$ cat src/hdl/tism_pkg.sv
package tism_pkg;
   localparam logic [7:0] ADDR_CONFIG      = 8'h40;
   localparam logic [7:0] ADDR_STATUS      = 8'h41;
   localparam logic [7:0] ADDR_MASK        = 8'h43;
   localparam logic [7:0] ADDR_STATUS_COPY = 8'h4c;
   // status bit positions
   localparam int BIT_LOCAL_ERR   = 0;
   localparam int BIT_REMOTE2_ERR = 1;
   localparam int BIT_DIODE2_FLT  = 2;
   localparam int BIT_AUX_INPUT   = 4;
   localparam int BIT_REMOTE1_ERR = 5;
   localparam int BIT_OVERHEAT    = 6;
   localparam int BIT_DIODE1_FLT  = 7;
   // configuration bit positions
   localparam int CFG_START       = 0;
   localparam int CFG_INT_ENABLE  = 1;
   localparam int CFG_INT_CLEAR   = 2;
   localparam int CFG_TRIP_LOCK   = 3;
   localparam int CFG_SOFT_RESET  = 4;
   localparam int CFG_FAN_OFF     = 5;
   localparam int CFG_AUX_FLIP    = 6;
   localparam int CFG_DIODE2_MODE = 7;
   localparam logic [7:0] CONFIG_RESET    = 8'h25;
   localparam logic [7:0] STATUS_RESET    = 8'h00;
   localparam logic [7:0] MASK_RESET      = 8'h00;
   localparam logic [7:0] MASK_WRITABLE   = 8'hf0;
   localparam logic [7:0] LATCHED_BITS    = 8'he7;
endpackage : tism_pkg

$ cat src/hdl/tism_sticky_if.sv
`timescale 1ns/1ps
interface tism_sticky_if #(parameter int W = 8);
   logic [W-1:0] set;
   logic         clear;
   logic [W-1:0] value;
   modport owner (input set, input clear, output value);
   modport user  (output set, output clear, input value);
endinterface : tism_sticky_if

$ cat src/hdl/tism_sticky.sv
`timescale 1ns/1ps
// bank of sticky event bits; a set arriving with the clear wins
module tism_sticky #(
   parameter int W = 8
) (
   input  wire logic          clk,
   input  wire logic          rst,
   tism_sticky_if.owner       sif
);
   always_ff @(posedge clk or posedge rst) begin
      if (rst) begin
         sif.value <= '0;
      end else if (sif.clear) begin
         sif.value <= sif.set;
      end else begin
         sif.value <= sif.value | sif.set;
      end
   end
endmodule : tism_sticky

$ cat src/hdl/tism_top.sv
`timescale 1ns/1ps
module tism_top (
   input  wire logic       clk,
   input  wire logic       rst,
   input  wire logic       reg_wr,
   input  wire logic       reg_rd,
   input  wire logic [7:0] reg_addr,
   input  wire logic [7:0] reg_wdata,
   output logic      [7:0] reg_rdata,
   input  wire logic       local_limit_error,
   input  wire logic       remote1_limit_error,
   input  wire logic       remote2_limit_error,
   input  wire logic       remote1_diode_fault,
   input  wire logic       remote2_diode_fault,
   input  wire logic       aux_input_pin,
   input  wire logic       overheat_line_n,
   output logic            irq_n_out,
   output logic            irq_n_oe
);
   logic [7:0] config_reg;
   logic [7:0] event_mask;
   logic [7:0] event_status;
   logic [7:0] raw_events;
   logic       aux_input_level;
   logic       overheat_line_seen;
   logic       soft_reset;
   logic       status_read;
   logic       irq_active;

   tism_sticky_if #(.W(8)) sif ();

   assign soft_reset = reg_wr && reg_addr == tism_pkg::ADDR_CONFIG
                       && reg_wdata[tism_pkg::CFG_SOFT_RESET];
   assign status_read = reg_rd && (reg_addr == tism_pkg::ADDR_STATUS
                        || reg_addr == tism_pkg::ADDR_STATUS_COPY);

   // level seen on the aux pin after optional inversion
   assign aux_input_level = aux_input_pin ^ config_reg[tism_pkg::CFG_AUX_FLIP];
   assign overheat_line_seen = ~overheat_line_n;

   always_comb begin
      raw_events = '0;
      raw_events[tism_pkg::BIT_LOCAL_ERR]   = local_limit_error;
      raw_events[tism_pkg::BIT_REMOTE2_ERR] = remote2_limit_error;
      raw_events[tism_pkg::BIT_DIODE2_FLT]  = remote2_diode_fault;
      raw_events[tism_pkg::BIT_REMOTE1_ERR] = remote1_limit_error;
      raw_events[tism_pkg::BIT_OVERHEAT]    = overheat_line_seen;
      raw_events[tism_pkg::BIT_DIODE1_FLT]  = remote1_diode_fault;
   end

   // latched error bits clear on a status read or soft reset;
   // an event present in that cycle is kept
   assign sif.set   = raw_events & tism_pkg::LATCHED_BITS;
   assign sif.clear = status_read || soft_reset;

   tism_sticky #(.W(8)) u_sticky (
      .clk (clk),
      .rst (rst),
      .sif (sif)
   );

   // aux bit is a live level, so reads cannot clear it
   always_comb begin
      event_status = sif.value & tism_pkg::LATCHED_BITS;
      event_status[tism_pkg::BIT_AUX_INPUT] = aux_input_level;
   end

   always_ff @(posedge clk or posedge rst) begin
      if (rst) begin
         config_reg <= tism_pkg::CONFIG_RESET;
      end else if (soft_reset) begin
         config_reg <= tism_pkg::CONFIG_RESET;
      end else if (reg_wr && reg_addr == tism_pkg::ADDR_CONFIG) begin
         config_reg <= reg_wdata;
      end
   end

   always_ff @(posedge clk or posedge rst) begin
      if (rst) begin
         event_mask <= tism_pkg::MASK_RESET;
      end else if (soft_reset) begin
         event_mask <= tism_pkg::MASK_RESET;
      end else if (reg_wr && reg_addr == tism_pkg::ADDR_MASK) begin
         event_mask <= reg_wdata & tism_pkg::MASK_WRITABLE;
      end
   end

   always_ff @(posedge clk or posedge rst) begin
      if (rst) begin
         reg_rdata <= '0;
      end else if (reg_rd) begin
         case (reg_addr)
            tism_pkg::ADDR_CONFIG:      reg_rdata <= config_reg;
            tism_pkg::ADDR_STATUS:      reg_rdata <= event_status;
            tism_pkg::ADDR_STATUS_COPY: reg_rdata <= event_status;
            tism_pkg::ADDR_MASK:        reg_rdata <= event_mask;
            default:                    reg_rdata <= '0;
         endcase
      end
   end

   assign irq_active = |(event_status & ~event_mask)
                       && !config_reg[tism_pkg::CFG_INT_CLEAR];
   // open-drain style: pulled low only while enabled and active
   assign irq_n_out = 1'h0;
   assign irq_n_oe  = irq_active && config_reg[tism_pkg::CFG_INT_ENABLE];

   // interrupt output gating
   a_mask_blocks: assert property (
      @(posedge clk) disable iff (rst)
      (event_status & ~event_mask) == '0 |-> !irq_n_oe)
      else $error("masked status drove interrupt");
   a_enable_gate: assert property (
      @(posedge clk) disable iff (rst)
      !config_reg[tism_pkg::CFG_INT_ENABLE] |-> !irq_n_oe)
      else $error("interrupt driven while disabled");
   a_clear_releases: assert property (
      @(posedge clk) disable iff (rst)
      config_reg[tism_pkg::CFG_INT_CLEAR] |-> !irq_n_oe)
      else $error("interrupt driven during clear");
   a_irq_asserts: assert property (
      @(posedge clk) disable iff (rst)
      (|(event_status & ~event_mask) && config_reg[tism_pkg::CFG_INT_ENABLE]
       && !config_reg[tism_pkg::CFG_INT_CLEAR]) |-> irq_n_oe)
      else $error("interrupt not driven");

   // every latched source shows up one cycle after it is seen, even when a
   // clearing read lands in the same cycle
   a_local_sets: assert property (
      @(posedge clk) disable iff (rst)
      local_limit_error |=> event_status[tism_pkg::BIT_LOCAL_ERR])
      else $error("local error not latched");
   a_local_held: assert property (
      @(posedge clk) disable iff (rst)
      local_limit_error ##1 !sif.clear |=> event_status[tism_pkg::BIT_LOCAL_ERR])
      else $error("local error dropped without a clear");
   a_remote2_sets: assert property (
      @(posedge clk) disable iff (rst)
      remote2_limit_error |=> event_status[tism_pkg::BIT_REMOTE2_ERR])
      else $error("remote two error not latched");
   a_diode2_sets: assert property (
      @(posedge clk) disable iff (rst)
      remote2_diode_fault |=> event_status[tism_pkg::BIT_DIODE2_FLT])
      else $error("diode two fault not latched");
   a_aux_follows: assert property (
      @(posedge clk) disable iff (rst)
      event_status[tism_pkg::BIT_AUX_INPUT]
         == (aux_input_pin ^ config_reg[tism_pkg::CFG_AUX_FLIP]))
      else $error("aux status not following pin");
   a_aux_read_kept: assert property (
      @(posedge clk) disable iff (rst)
      (status_read && event_status[tism_pkg::BIT_AUX_INPUT]) ##1
         ($stable(aux_input_pin) && $stable(config_reg[tism_pkg::CFG_AUX_FLIP]))
      |-> event_status[tism_pkg::BIT_AUX_INPUT])
      else $error("status read cleared the aux bit");
   a_remote1_sets: assert property (
      @(posedge clk) disable iff (rst)
      remote1_limit_error |=> event_status[tism_pkg::BIT_REMOTE1_ERR])
      else $error("remote one error not latched");
   a_overheat_sets: assert property (
      @(posedge clk) disable iff (rst)
      (!overheat_line_n && !soft_reset) |=> event_status[tism_pkg::BIT_OVERHEAT])
      else $error("overheat not latched");
   a_diode1_sets: assert property (
      @(posedge clk) disable iff (rst)
      remote1_diode_fault |=> event_status[tism_pkg::BIT_DIODE1_FLT])
      else $error("diode one fault not latched");
   a_clear_keeps: assert property (
      @(posedge clk) disable iff (rst)
      (config_reg[tism_pkg::CFG_INT_CLEAR] && !sif.clear)
      |=> ($past(event_status) & ~event_status & tism_pkg::LATCHED_BITS) == '0)
      else $error("interrupt clear changed latched status");

   // register side
   a_mask_write: assert property (
      @(posedge clk) disable iff (rst)
      (reg_wr && reg_addr == tism_pkg::ADDR_MASK)
      |=> event_mask == ($past(reg_wdata) & tism_pkg::MASK_WRITABLE))
      else $error("mask write not taken");
   a_mask_low_ro: assert property (
      @(posedge clk) disable iff (rst)
      (event_mask & ~tism_pkg::MASK_WRITABLE) == '0)
      else $error("read-only mask bits changed");
   a_mask_read: assert property (
      @(posedge clk) disable iff (rst)
      (reg_rd && reg_addr == tism_pkg::ADDR_MASK)
      |=> reg_rdata == $past(event_mask))
      else $error("mask read returned wrong data");
   a_mirror_same: assert property (
      @(posedge clk) disable iff (rst)
      (reg_rd && reg_addr == tism_pkg::ADDR_STATUS_COPY)
      |=> reg_rdata == $past(event_status))
      else $error("mirror read differs from status");
   a_soft_reset: assert property (
      @(posedge clk) disable iff (rst)
      soft_reset |=> (event_mask == tism_pkg::MASK_RESET
                      && config_reg == tism_pkg::CONFIG_RESET))
      else $error("soft reset did not restore defaults");
   a_soft_status: assert property (
      @(posedge clk) disable iff (rst)
      (soft_reset && raw_events == '0)
      |=> (event_status & tism_pkg::LATCHED_BITS) == tism_pkg::STATUS_RESET)
      else $error("soft reset left latched status");
   a_soft_self_clear: assert property (
      @(posedge clk) disable iff (rst)
      soft_reset |=> !config_reg[tism_pkg::CFG_SOFT_RESET])
      else $error("soft reset bit stayed set");
   a_enable_default: assert property (
      @(posedge clk) disable iff (rst)
      soft_reset |=> !config_reg[tism_pkg::CFG_INT_ENABLE])
      else $error("soft reset left interrupt enabled");
endmodule : tism_top

$ cat config.mk
export PLATFORM = sky130hd
export DESIGN_NAME = tism_top
export DESIGN_NICKNAME = d
export VERILOG_FILES = /design/src/hdl/tism_pkg.sv /design/src/hdl/tism_sticky_if.sv /design/src/hdl/tism_sticky.sv /design/src/hdl/tism_top.sv
export SDC_FILE = /design/constraint.sdc
export NUM_CORES = 1
export LEC_CHECK = 0
export ABC_AREA = 1
export BUFFER_PORTS_ARGS = -buffer_cell sky130_fd_sc_hd__buf_2
export CAP_MARGIN = 20
export CORE_MARGIN = 1.5
export CORE_UTILIZATION = 49
export CTS_CLUSTER_DIAMETER = 80
export DETAILED_ROUTE_END_ITERATION = 10
export GPL_TIMING_DRIVEN = 0
export PLACE_DENSITY = 0.76
export SETUP_SLACK_MARGIN = 0.4
export SYNTH_ARGS = -nofsm -noshare
export SYNTH_HDL_FRONTEND = slang
export SYNTH_SLANG_ARGS = --single-unit
$ cat constraint.sdc
create_clock -name clk -period 1.9 [get_ports clk]
set_clock_uncertainty 0.15 [all_clocks]
set_input_delay 0.095 -clock clk [delete_from_list [all_inputs] [get_ports clk]]
set_output_delay 0.095 -clock clk [all_outputs]
set_load 0.01 [all_outputs]
# --- Word level (Yosys, flattened, before mapping) ---
# Index checks and enable logic that the tools add are counted.
totals:
  regBits: 32
  latch_bits: 0
  ramBits: 0
  romBits: 0
  input_bits: 27
  out_inout_bits: 10
  elab_cells: 32
  memories: 0
op_classes:
  addsub: 0
  n_mul: 0
  n_div: 0
  magnitude_cmp: 0
  n_eq_ne: 4
  shift: 0
  muxes: 6
  bitwise: 5
  n_reduce_logical: 13
op_table:
  columns: ["cell", "n"]
  rows:
  - ["$mux 8", 5]
  - ["$eq 8x7->1 const B", 4]
  - ["$pmux 8 s3", 1]
  - ["$and 8x8->8", 1]
  - ["$not 8->8", 1]
  - ["$or 8x8->8", 1]
  - ["$reduce_or 8->1", 1]
  - ["$logic_and 1x1->1", 6]
  - ["$reduce_bool 2->1", 2]
  - ["$logic_or 1x1->1", 2]
  - ["$reduce_or 2->1", 1]
  - ["$logic_not 1->1", 1]
  - ["$not 1->1", 1]
  - ["$xor 1x1->1", 1]

# --- Longest topological paths before layout ---
# Gate-level depths: netlist (run 1).
depth:
  ltp_word: 5
  mapped_depth: 9
  mapped_depth_nobuf: 9

# --- Modules after synthesis ---
# Synthesis (run 1) repeated with hierarchy kept, for this count alone.
unflattened:
  cells_unflattened: 193
  area_unflattened_um2: 1475.2
by_module_without_submodules:
  columns: ["module", "instances", "cells_each", "area_per_inst_um2", "seq_area_each_um2"]
  rows:
  - ["tism_top", 1, 159, 1177.4, 504.2]
  - ["tism_sticky", 1, 34, 297.8, 200.2]

# --- Worst setup path after synthesis (run 1) ---
# No wires, ideal clock.
synth_timing:
  path_type: "input port to flip-flop"
  startpoint: "in reg_addr[7]"
  endpoint: "reg u_sticky.sif.value[0]"
  setup_time_ns: 0.119
  arrival_time_ns: 0.870
  t_required_ns: 1.631
  path_slack_ns: 0.761
  stages: 9
  n_path_buf: 1
  path_cell_list: "inv_1 -> nand2_2 -> nor2_8 -> nand2_4 -> nor2_8 -> nand2_4 -> buf_6 -> nand3_1 -> nand2_1"
synth_via:
  elab_chain_cells: 5
  elab_cells_between_ends: 9
  cone_classes: "eq/ne: 3; mux: 1; reduce/logical: 5"
synth_rtl:
  columns: ["element", "line", "text"]
  rows:
  - ["from (decl)", "tism_top.sv:7", "input wire logic [7:0] reg_addr,"]
  - ["$eq 8x7->1, on equally long branches", "tism_top.sv:34, tism_top.sv:32, tism_top.sv:35", null]
  - ["$logic_or 1x1->1 / $logic_and 1x1->1 (equally long branches)", "tism_top.sv:35, tism_top.sv:32", null]
  - ["$logic_and 1x1->1, on equally long branches", "tism_top.sv:34, tism_top.sv:33", null]
  - ["$logic_or 1x1->1 *", "tism_top.sv:54", "assign sif.clear = status_read || soft_reset;"]
  - ["$mux 8 *", "tism_sticky.sv:13", "end else if (sif.clear) begin"]
  - ["to (signal assigned)", "tism_sticky.sv:14", "sif.value <= sif.set;"]
  - ["to (signal assigned)", "tism_sticky.sv:16", "sif.value <= sif.value | sif.set;"]
  - ["to (decl)", "tism_sticky_if.sv:6", "modport owner (input set, input clear, output value);"]
# Every way passes the cells marked *; elsewhere a longest branch is shown, timed or not.
# A chain may end at the register's enable or synchronous reset.

# --- Worst setup path in the final report (run 1) ---
layout_timing:
  startpoint: "reg config_reg[6]"
  endpoint: "out irq_n_oe"
layout_via:
  elab_chain_cells: 5
layout_rtl:
  columns: ["element", "line", "text"]
  rows:
  - ["from (decl)", "tism_top.sv:20", "logic [7:0] config_reg;"]
  - ["from (signal assigned)", "tism_top.sv:70", "config_reg <= tism_pkg::CONFIG_RESET;"]
  - ["from (signal assigned)", "tism_top.sv:72", "config_reg <= tism_pkg::CONFIG_RESET;"]
  - ["from (signal assigned)", "tism_top.sv:74", "config_reg <= reg_wdata;"]
  - ["$xor 1x1->1", "tism_top.sv:38", "assign aux_input_level = aux_input_pin ^ config_reg[tism_pkg::CFG_AUX_FLIP];"]
  - ["$and 8x8->8", "tism_top.sv:102", "assign irq_active = |(event_status & ~event_mask)"]
  - ["$reduce_or 8->1", "tism_top.sv:102", null]
  - ["$logic_and 1x1->1", "tism_top.sv:103", "&& !config_reg[tism_pkg::CFG_INT_CLEAR];"]
  - ["$logic_and 1x1->1", "tism_top.sv:106", "assign irq_n_oe = irq_active && config_reg[tism_pkg::CFG_INT_ENABLE];"]
  - ["to (decl)", "tism_top.sv:18", "output logic irq_n_oe"]
# Every way passes these cells.

==> results.sh, run 1 <==
export IMPL_synth_top_area_share_pct=40.4
export IMPL_synth_cells=190
export IMPL_first_pass_iters=4
export IMPL_wl_per_cell_um=12.5
export IMPL_antenna_found_initial=0
export IMPL_die_height_um=56.9
export IMPL_ioPinCount=37
export IMPL_portBuffers=34
export IMPL_critPathSlowestCell="dfrtp_1"
export IMPL_cp_top_family="flip-flops"
export IMPL_ys_dominant_reg_cell="dfrtp_1"
export IMPL_diodes=0
export IMPL_avgSynthCellArea_um2=7.50
export IMPL_ys_seq_area_share_pct=45.9
export IMPL_grt_usage_pct=23.3
export IMPL_cts_max_level=1
export IMPL_max_stage_delay_ns=0.44
export IMPL_overflow=0
export IMPL_ir_drop_v=0.000670
export IMPL_yosys_cell_types_count=23
export IMPL_crit_type="flip-flop to output pin"
export IMPL_die_area_mm2=0.00324
export IMPL_path_clk_slew_ns=0.14
export IMPL_place_congestion=0.855
export IMPL_hold_slack_ns=0.0673
export IMPL_worstPathArrival_ns=1.38
export IMPL_power_density_mw_per_mm2=554
export IMPL_worstMarginPinSlew_ns=0.967
export IMPL_critical_path_buf_inv_count=2
export IMPL_drcViolationCount=0
export IMPL_core_area_mm2=0.00276
export IMPL_clock_latency_ns=0.33
export IMPL_drive_above_1_share_pct=29.2
export IMPL_start_kind="flip-flop"
export IMPL_viasPerCell=5.08
export IMPL_grt_max_degree=27
export IMPL_grt_pass1_wl_um=5840
export IMPL_cts_tree="done"
export IMPL_crit_path_frequent_cell="nand3_2"
export IMPL_finalMaxSlewViolations=0
export IMPL_final_nets=288
export IMPL_outcome="complete, no violations"
export IMPL_cts_root_buffer="clkbuf_4"
export IMPL_crit_fanout=2
export IMPL_slew_headroom_pct=35.5
export IMPL_post_dp_hpwl_um=2210
export IMPL_path_cells="xor2_1, nand2_1, nand3_2, nand3_2, inv_2, buf_6"
export IMPL_cts_sinks=26
export IMPL_final_period_utilization_pct=85.6
export IMPL_syn_nets=217
export IMPL_synthArstFlopShare_pct=100
export IMPL_placedCellCount=255
export IMPL_die_w_um=56.9
export IMPL_p_leak_nw=1.17
export IMPL_stdcell_count=291
export IMPL_rsz0062_at_grt="true"
export IMPL_synth_edff_count=0
export IMPL_critical_path_required_ns=1.65
export IMPL_drv_cap=0
export IMPL_drt_total_wl_um=3650
export IMPL_fmax_ghz=0.615
export IMPL_yosys_area_top_type="dfrtp_1"
export IMPL_finalCriticalPeriod_ns=1.63
export IMPL_synth_seq_cells=26
export IMPL_start_util_pct=51.7
export IMPL_drt_iter0_markers=65
export IMPL_fp_row_count=19
export IMPL_p_total_mw=1.12
export IMPL_hold_violations=0
export IMPL_yosysWarnings=0
export IMPL_ant_nets=0
export IMPL_hp_class="primary input to flip-flop"
export IMPL_fin_setup_tns_ns=0
export IMPL_finalSetupViolCount=0
export IMPL_numCtsBuffers=3
export IMPL_syn_area_mm2=0.00143
export IMPL_grt_pass1_vias=1363
export IMPL_via_count=1477
export IMPL_clock_path_buffers=2
export IMPL_synthTopCellsByArea="dfrtp_1 40%, nand2_1 17%, nand3_1 13%, inv_1 7.1%, dfstp_2 5.5%"
export IMPL_area_growth_pct=41.9
export IMPL_cp_end_kind="output pin"
[placed cells by master, fill, tap and decap left out]
master / synthesis / layout
buf_4: 1 / 13
inv_2: 1 / 2
xor2_1: 1 / 1
nand2_2: 2 / 3
bufinv_16: 0 / 1
clkbuf_4: 0 / 3
buf_2: 2 / 35
o21ai_1: 0 / 2
nor2_1: 5 / 4
buf_6: 2 / 3
nand3_1: 37 / 35
inv_4: 0 / 1
o21ai_0: 8 / 6
nor2_4: 1 / 4
clkbuf_2: 0 / 1
o31ai_1: 1 / 1
nand3_2: 0 / 2
nand2_8: 0 / 1
inv_1: 27 / 26
conb_1: 1 / 1
clkinv_1: 1 / 1
nor3_1: 1 / 1
dfrtp_1: 23 / 23
nand2_1: 65 / 64
nand2_4: 2 / 1
dlygate4sd3_1: 0 / 19
dfstp_2: 3 / 3
nor2_8: 2 / 2
a21oi_2: 0 / 1
[Yosys cell counts, types with 2 or more instances]
cell      n
buf_2     2
buf_6     2
dfrtp_1  23
dfstp_2   3
inv_1    27
nand2_1  65
nand2_2   2
nand2_4   2
nand3_1  37
nor2_1    5
nor2_2    2
nor2_8    2
o21ai_0   8
[layout make-up]
| cell class | instances | area [um^2] |
|---|---|---|
| inverters | 30 | 115 |
| repair buffers | 66 | 462 |
| plain buffers | 5 | 40.0 |
| well taps | 31 | 38.8 |
| clock buffers | 3 | 22.5 |
| clock inverters | 1 | 30.0 |
| multi-input cells | 129 | 659 |
| fillers | 222 | 736 |
| flip-flops and latches | 26 | 654 |
[worst reg2reg max path: cells and delay by family (launching register included)]
family / cells / cell delay [ns]
flip-flops: 1 / 0.44
XOR/XNOR: 1 / 0.21
AND/OR/NAND/NOR: 4 / 0.30
[cell families (layout without fill, tap and decap cells)]
group                     Yosys count  in the layout  share of synthesized area (%)
other                               1              1                          0.263
and+or+nand+nor                   117            117                           38.7
buffers and inverters              35            105                           10.8
DFF                                26             26                           45.9
xor gates and xnor gates            1              1                          0.615
AOI/OAI and AO/OA                  10             10                           3.69
[path summary, 6_finish.rpt]
path                                                 from                               to  slack (ns)  cells past startpoint
worst min-delay path                        aux_input_pin         reg_rdata[4]$_DFFE_PP0P_        0.07                      6
max in group asynchronous                             rst  u_sticky.sif.value[1]$_DFF_PP0_        0.65                      3
worst max register to register  config_reg[6]$_DFFE_PP0P_         reg_rdata[4]$_DFFE_PP0P_        0.76                      5
worst max-delay path            config_reg[6]$_DFFE_PP0P_                         irq_n_oe        0.27                      6
min in group asynchronous                             rst         reg_rdata[2]$_DFFE_PP0P_        0.37                      3
worst min register to register  config_reg[5]$_DFFE_PP1P_        config_reg[5]$_DFFE_PP1P_        0.33                      2
[layer usage]
metal | part of all wire, % | vias up | global-route usage [%]
met3 | 6.8 | 14 | 5.22
met4 | 2.5 | 0 | 6.98
met1 | 42 | 674 | 29.1
li1 | - | 727 | -
met5 | 0 | - | 0
met2 | 49 | 62 | 40.4
[per-stage QoR]
step | area (um^2) | worst slack [ns] | utilization, %
after floorplan | 1430 | 0.761 | -
after global placement | 1630 | 0.561 | 59.3
after detailed placement | 1630 | 0.521 | 59.3
after CTS | 1930 | 0.312 | 69.9
after global routing | 2020 | 0.170 | 73.3
final | 2020 | 0.274 | 73.3
[where the power goes]
group	leakage, nW	total (mW)	switching (mW)	internal (mW)
Sequential	0.311	0.583	0.00987	0.573
Combinational	0.834	0.147	0.0798	0.0675
Clock	0.0279	0.389	0.175	0.214
Total	1.17	1.12	0.265	0.854
[repair_timing]
action | in CTS | in global routing
buffers inserted | 4 | 9
endpoints found under the hold margin | 46 | 0
resized for setup | 3 | 11
endpoints found under the setup margin | 1 | 4
pin swaps | 3 | 7
hold buffers | 20 | 0
Note: power is estimated with default switching activity, not from simulation.
==> inputs of run 2 (changes only) <==
Settings changed: CORE_UTILIZATION 49 to 47.
Clock period 1.9 ns to 1.4 ns, I/O delays scaled along.
==> run 2 against run 1 <==
Compared with the run above: the run now ends with hold timing, setup timing left; routed wire length increased by 3.9%; worst setup slack worse by 0.48 ns; register-to-register slack lost 0.50 ns; core utilization is 5.9 points higher; clock power rose by 34%; final area up 9.9%; clock-buffer cell count stayed put; largest power group unchanged.
==> results.sh, run 2 (synthesis results as in run 1) <==
export IMPL_grt_pass1_vias=1336
export IMPL_die_height_um=58.1
export IMPL_post_route_util_pct=79.2
export IMPL_path_clk_slew_ns=0.14
export IMPL_design_area_mm2=0.00222
export IMPL_outcome="complete, but fails checks"
export IMPL_grt_usage_pct=21.8
export IMPL_setup_ws_ns=-0.203
export IMPL_first_pass_iters=6
export IMPL_wl_per_cell_um=12.8
export IMPL_grt_pass1_wl_um=5630
export IMPL_preCtsSetupSlack_ns=-0.00857
export IMPL_cts_root_buffer="clkbuf_4"
export IMPL_start_kind="flip-flop"
export IMPL_clock_path_buffers=2
export IMPL_hold_slack_ns=-0.212
export IMPL_worstPathArrival_ns=1.38
export IMPL_crit_type="flip-flop to output pin"
export IMPL_portBuffers=34
export IMPL_ioPinCount=37
export IMPL_drt_total_wl_um=3790
export IMPL_drcViolationCount=0
export IMPL_crit_fanout=2
export IMPL_post_dp_hpwl_um=2300
export IMPL_drive_above_1_share_pct=38.3
export IMPL_core_area_mm2=0.00281
export IMPL_final_period_utilization_pct=114
export IMPL_cp_end_kind="output pin"
export IMPL_path_cells="nand2_1, o21ai_1, a21oi_1, nand3_1, nand3_2, inv_2, buf_6"
export IMPL_via_count=1468
export IMPL_viasPerCell=4.94
export IMPL_ir_drop_v=0.000466
export IMPL_final_fill_count=199
export IMPL_finalMaxSlewViolations=0
export IMPL_critPathSlowestCell="dfrtp_1"
export IMPL_area_growth_pct=55.9
export IMPL_hold_violations=27
export IMPL_slew_headroom_pct=34.5
export IMPL_power_density_mw_per_mm2=698
export IMPL_drv_cap=0
export IMPL_clock_latency_ns=0.33
export IMPL_mostFrequentLayoutCells="62 x nand2_1, 34 x buf_2, 23 x dfrtp_1, 22 x inv_1, 22 x nand3_1"
export IMPL_grt_max_degree=27
export IMPL_critical_path_required_ns=1.18
export IMPL_worstMarginPinSlew_ns=0.982
export IMPL_ant_nets=0
export IMPL_die_w_um=58.1
export IMPL_fp_row_count=19
export IMPL_cts_tree="done"
export IMPL_dpl_cell_area_mm2=0.00174
export IMPL_overflow=0
export IMPL_diodes=0
export IMPL_violations="hold timing, setup timing"
export IMPL_place_congestion=0.850
export IMPL_max_stage_delay_ns=0.42
export IMPL_cts_max_level=1
export IMPL_p_leak_nw=1.29
export IMPL_drt_iter0_markers=69
export IMPL_finalSetupViolCount=1
export IMPL_die_area_mm2=0.00337
export IMPL_final_nets=294
export IMPL_start_util_pct=50.8
export IMPL_cts_sinks=26
export IMPL_antenna_found_initial=0
export IMPL_final_common_cell="nand2_1"
export IMPL_finalCriticalPeriod_ns=1.60
export IMPL_rsz0062_at_grt="true"
export IMPL_hp_class="primary input to async pin"
export IMPL_fmax_ghz=0.624
export IMPL_numCtsBuffers=3
export IMPL_p_total_mw=1.55
-- run 2: path summary, 6_finish.rpt --
path	cells past startpoint	slack, ns	endpoint	from
max	7	-0.20	irq_n_oe	u_sticky.sif.value[5]$_DFF_PP0_
min	2	-0.21	reg_rdata[3]$_DFFE_PP0P_	rst
min reg2reg	2	0.34	reg_rdata[5]$_DFFE_PP0P_	reg_rdata[5]$_DFFE_PP0P_
max in group asynchronous	2	0.72	u_sticky.sif.value[1]$_DFF_PP0_	rst
min in group clk	4	-0.06	event_mask[7]$_DFFE_PP0P_	reg_wdata[4]
max reg2reg	6	0.26	reg_rdata[5]$_DFFE_PP0P_	event_mask[5]$_DFFE_PP0P_
-- run 2: worst max-delay path: cells and delay by family, from the launching register on --
family / cells / cell delay (ns)
buf+inv: 2 / 0.15
flops: 1 / 0.42
compound gates: 2 / 0.20
simple gates: 3 / 0.29
-- run 2: final cells by class --
class	count	area (um^2)	area share, %
plain buffers	5	43.8	1.97
clock buffers	3	22.5	1.01
clock inverters	1	30.0	1.35
inverters	30	141	6.36
multi-input cells	129	752	33.8
flip-flops and latches	26	654	29.4
well taps	31	38.8	1.75
repair buffers	72	539	24.3
-- run 2: repair_timing --
| item | in CTS | in global routing |
|---|---|---|
| gates resized for setup | 5 | 18 |
| hold buffers | 15 | 3 |
| pin swaps | 6 | 9 |
| setup endpoints to repair | 22 | 31 |
| setup buffers | 12 | 8 |
| cloned | 0 | 1 |
| endpoints found under the hold margin | 47 | 27 |
-- run 2: power by group --
group / switching (mW) / internal [mW] / leakage [nW]
logic: 0.127 / 0.111 / 0.955
registers: 0.0137 / 0.778 / 0.311
clock network: 0.232 / 0.290 / 0.0279
total: 0.373 / 1.18 / 1.29
-- run 2: through the flow --
stage               setup TNS (ns)  cells
floorplan                        0    190
global placement          -0.00971    255
detailed placement         -0.0230    255
CTS                         -0.202    286
global route                -0.283    297
finish                      -0.203    297
-- run 2: metal layers --
metal	wire [um]	track usage, %
met5	0	0
met4	34	6.98
met3	154	2.23
met2	1980	38.6
met1	1610	27.8
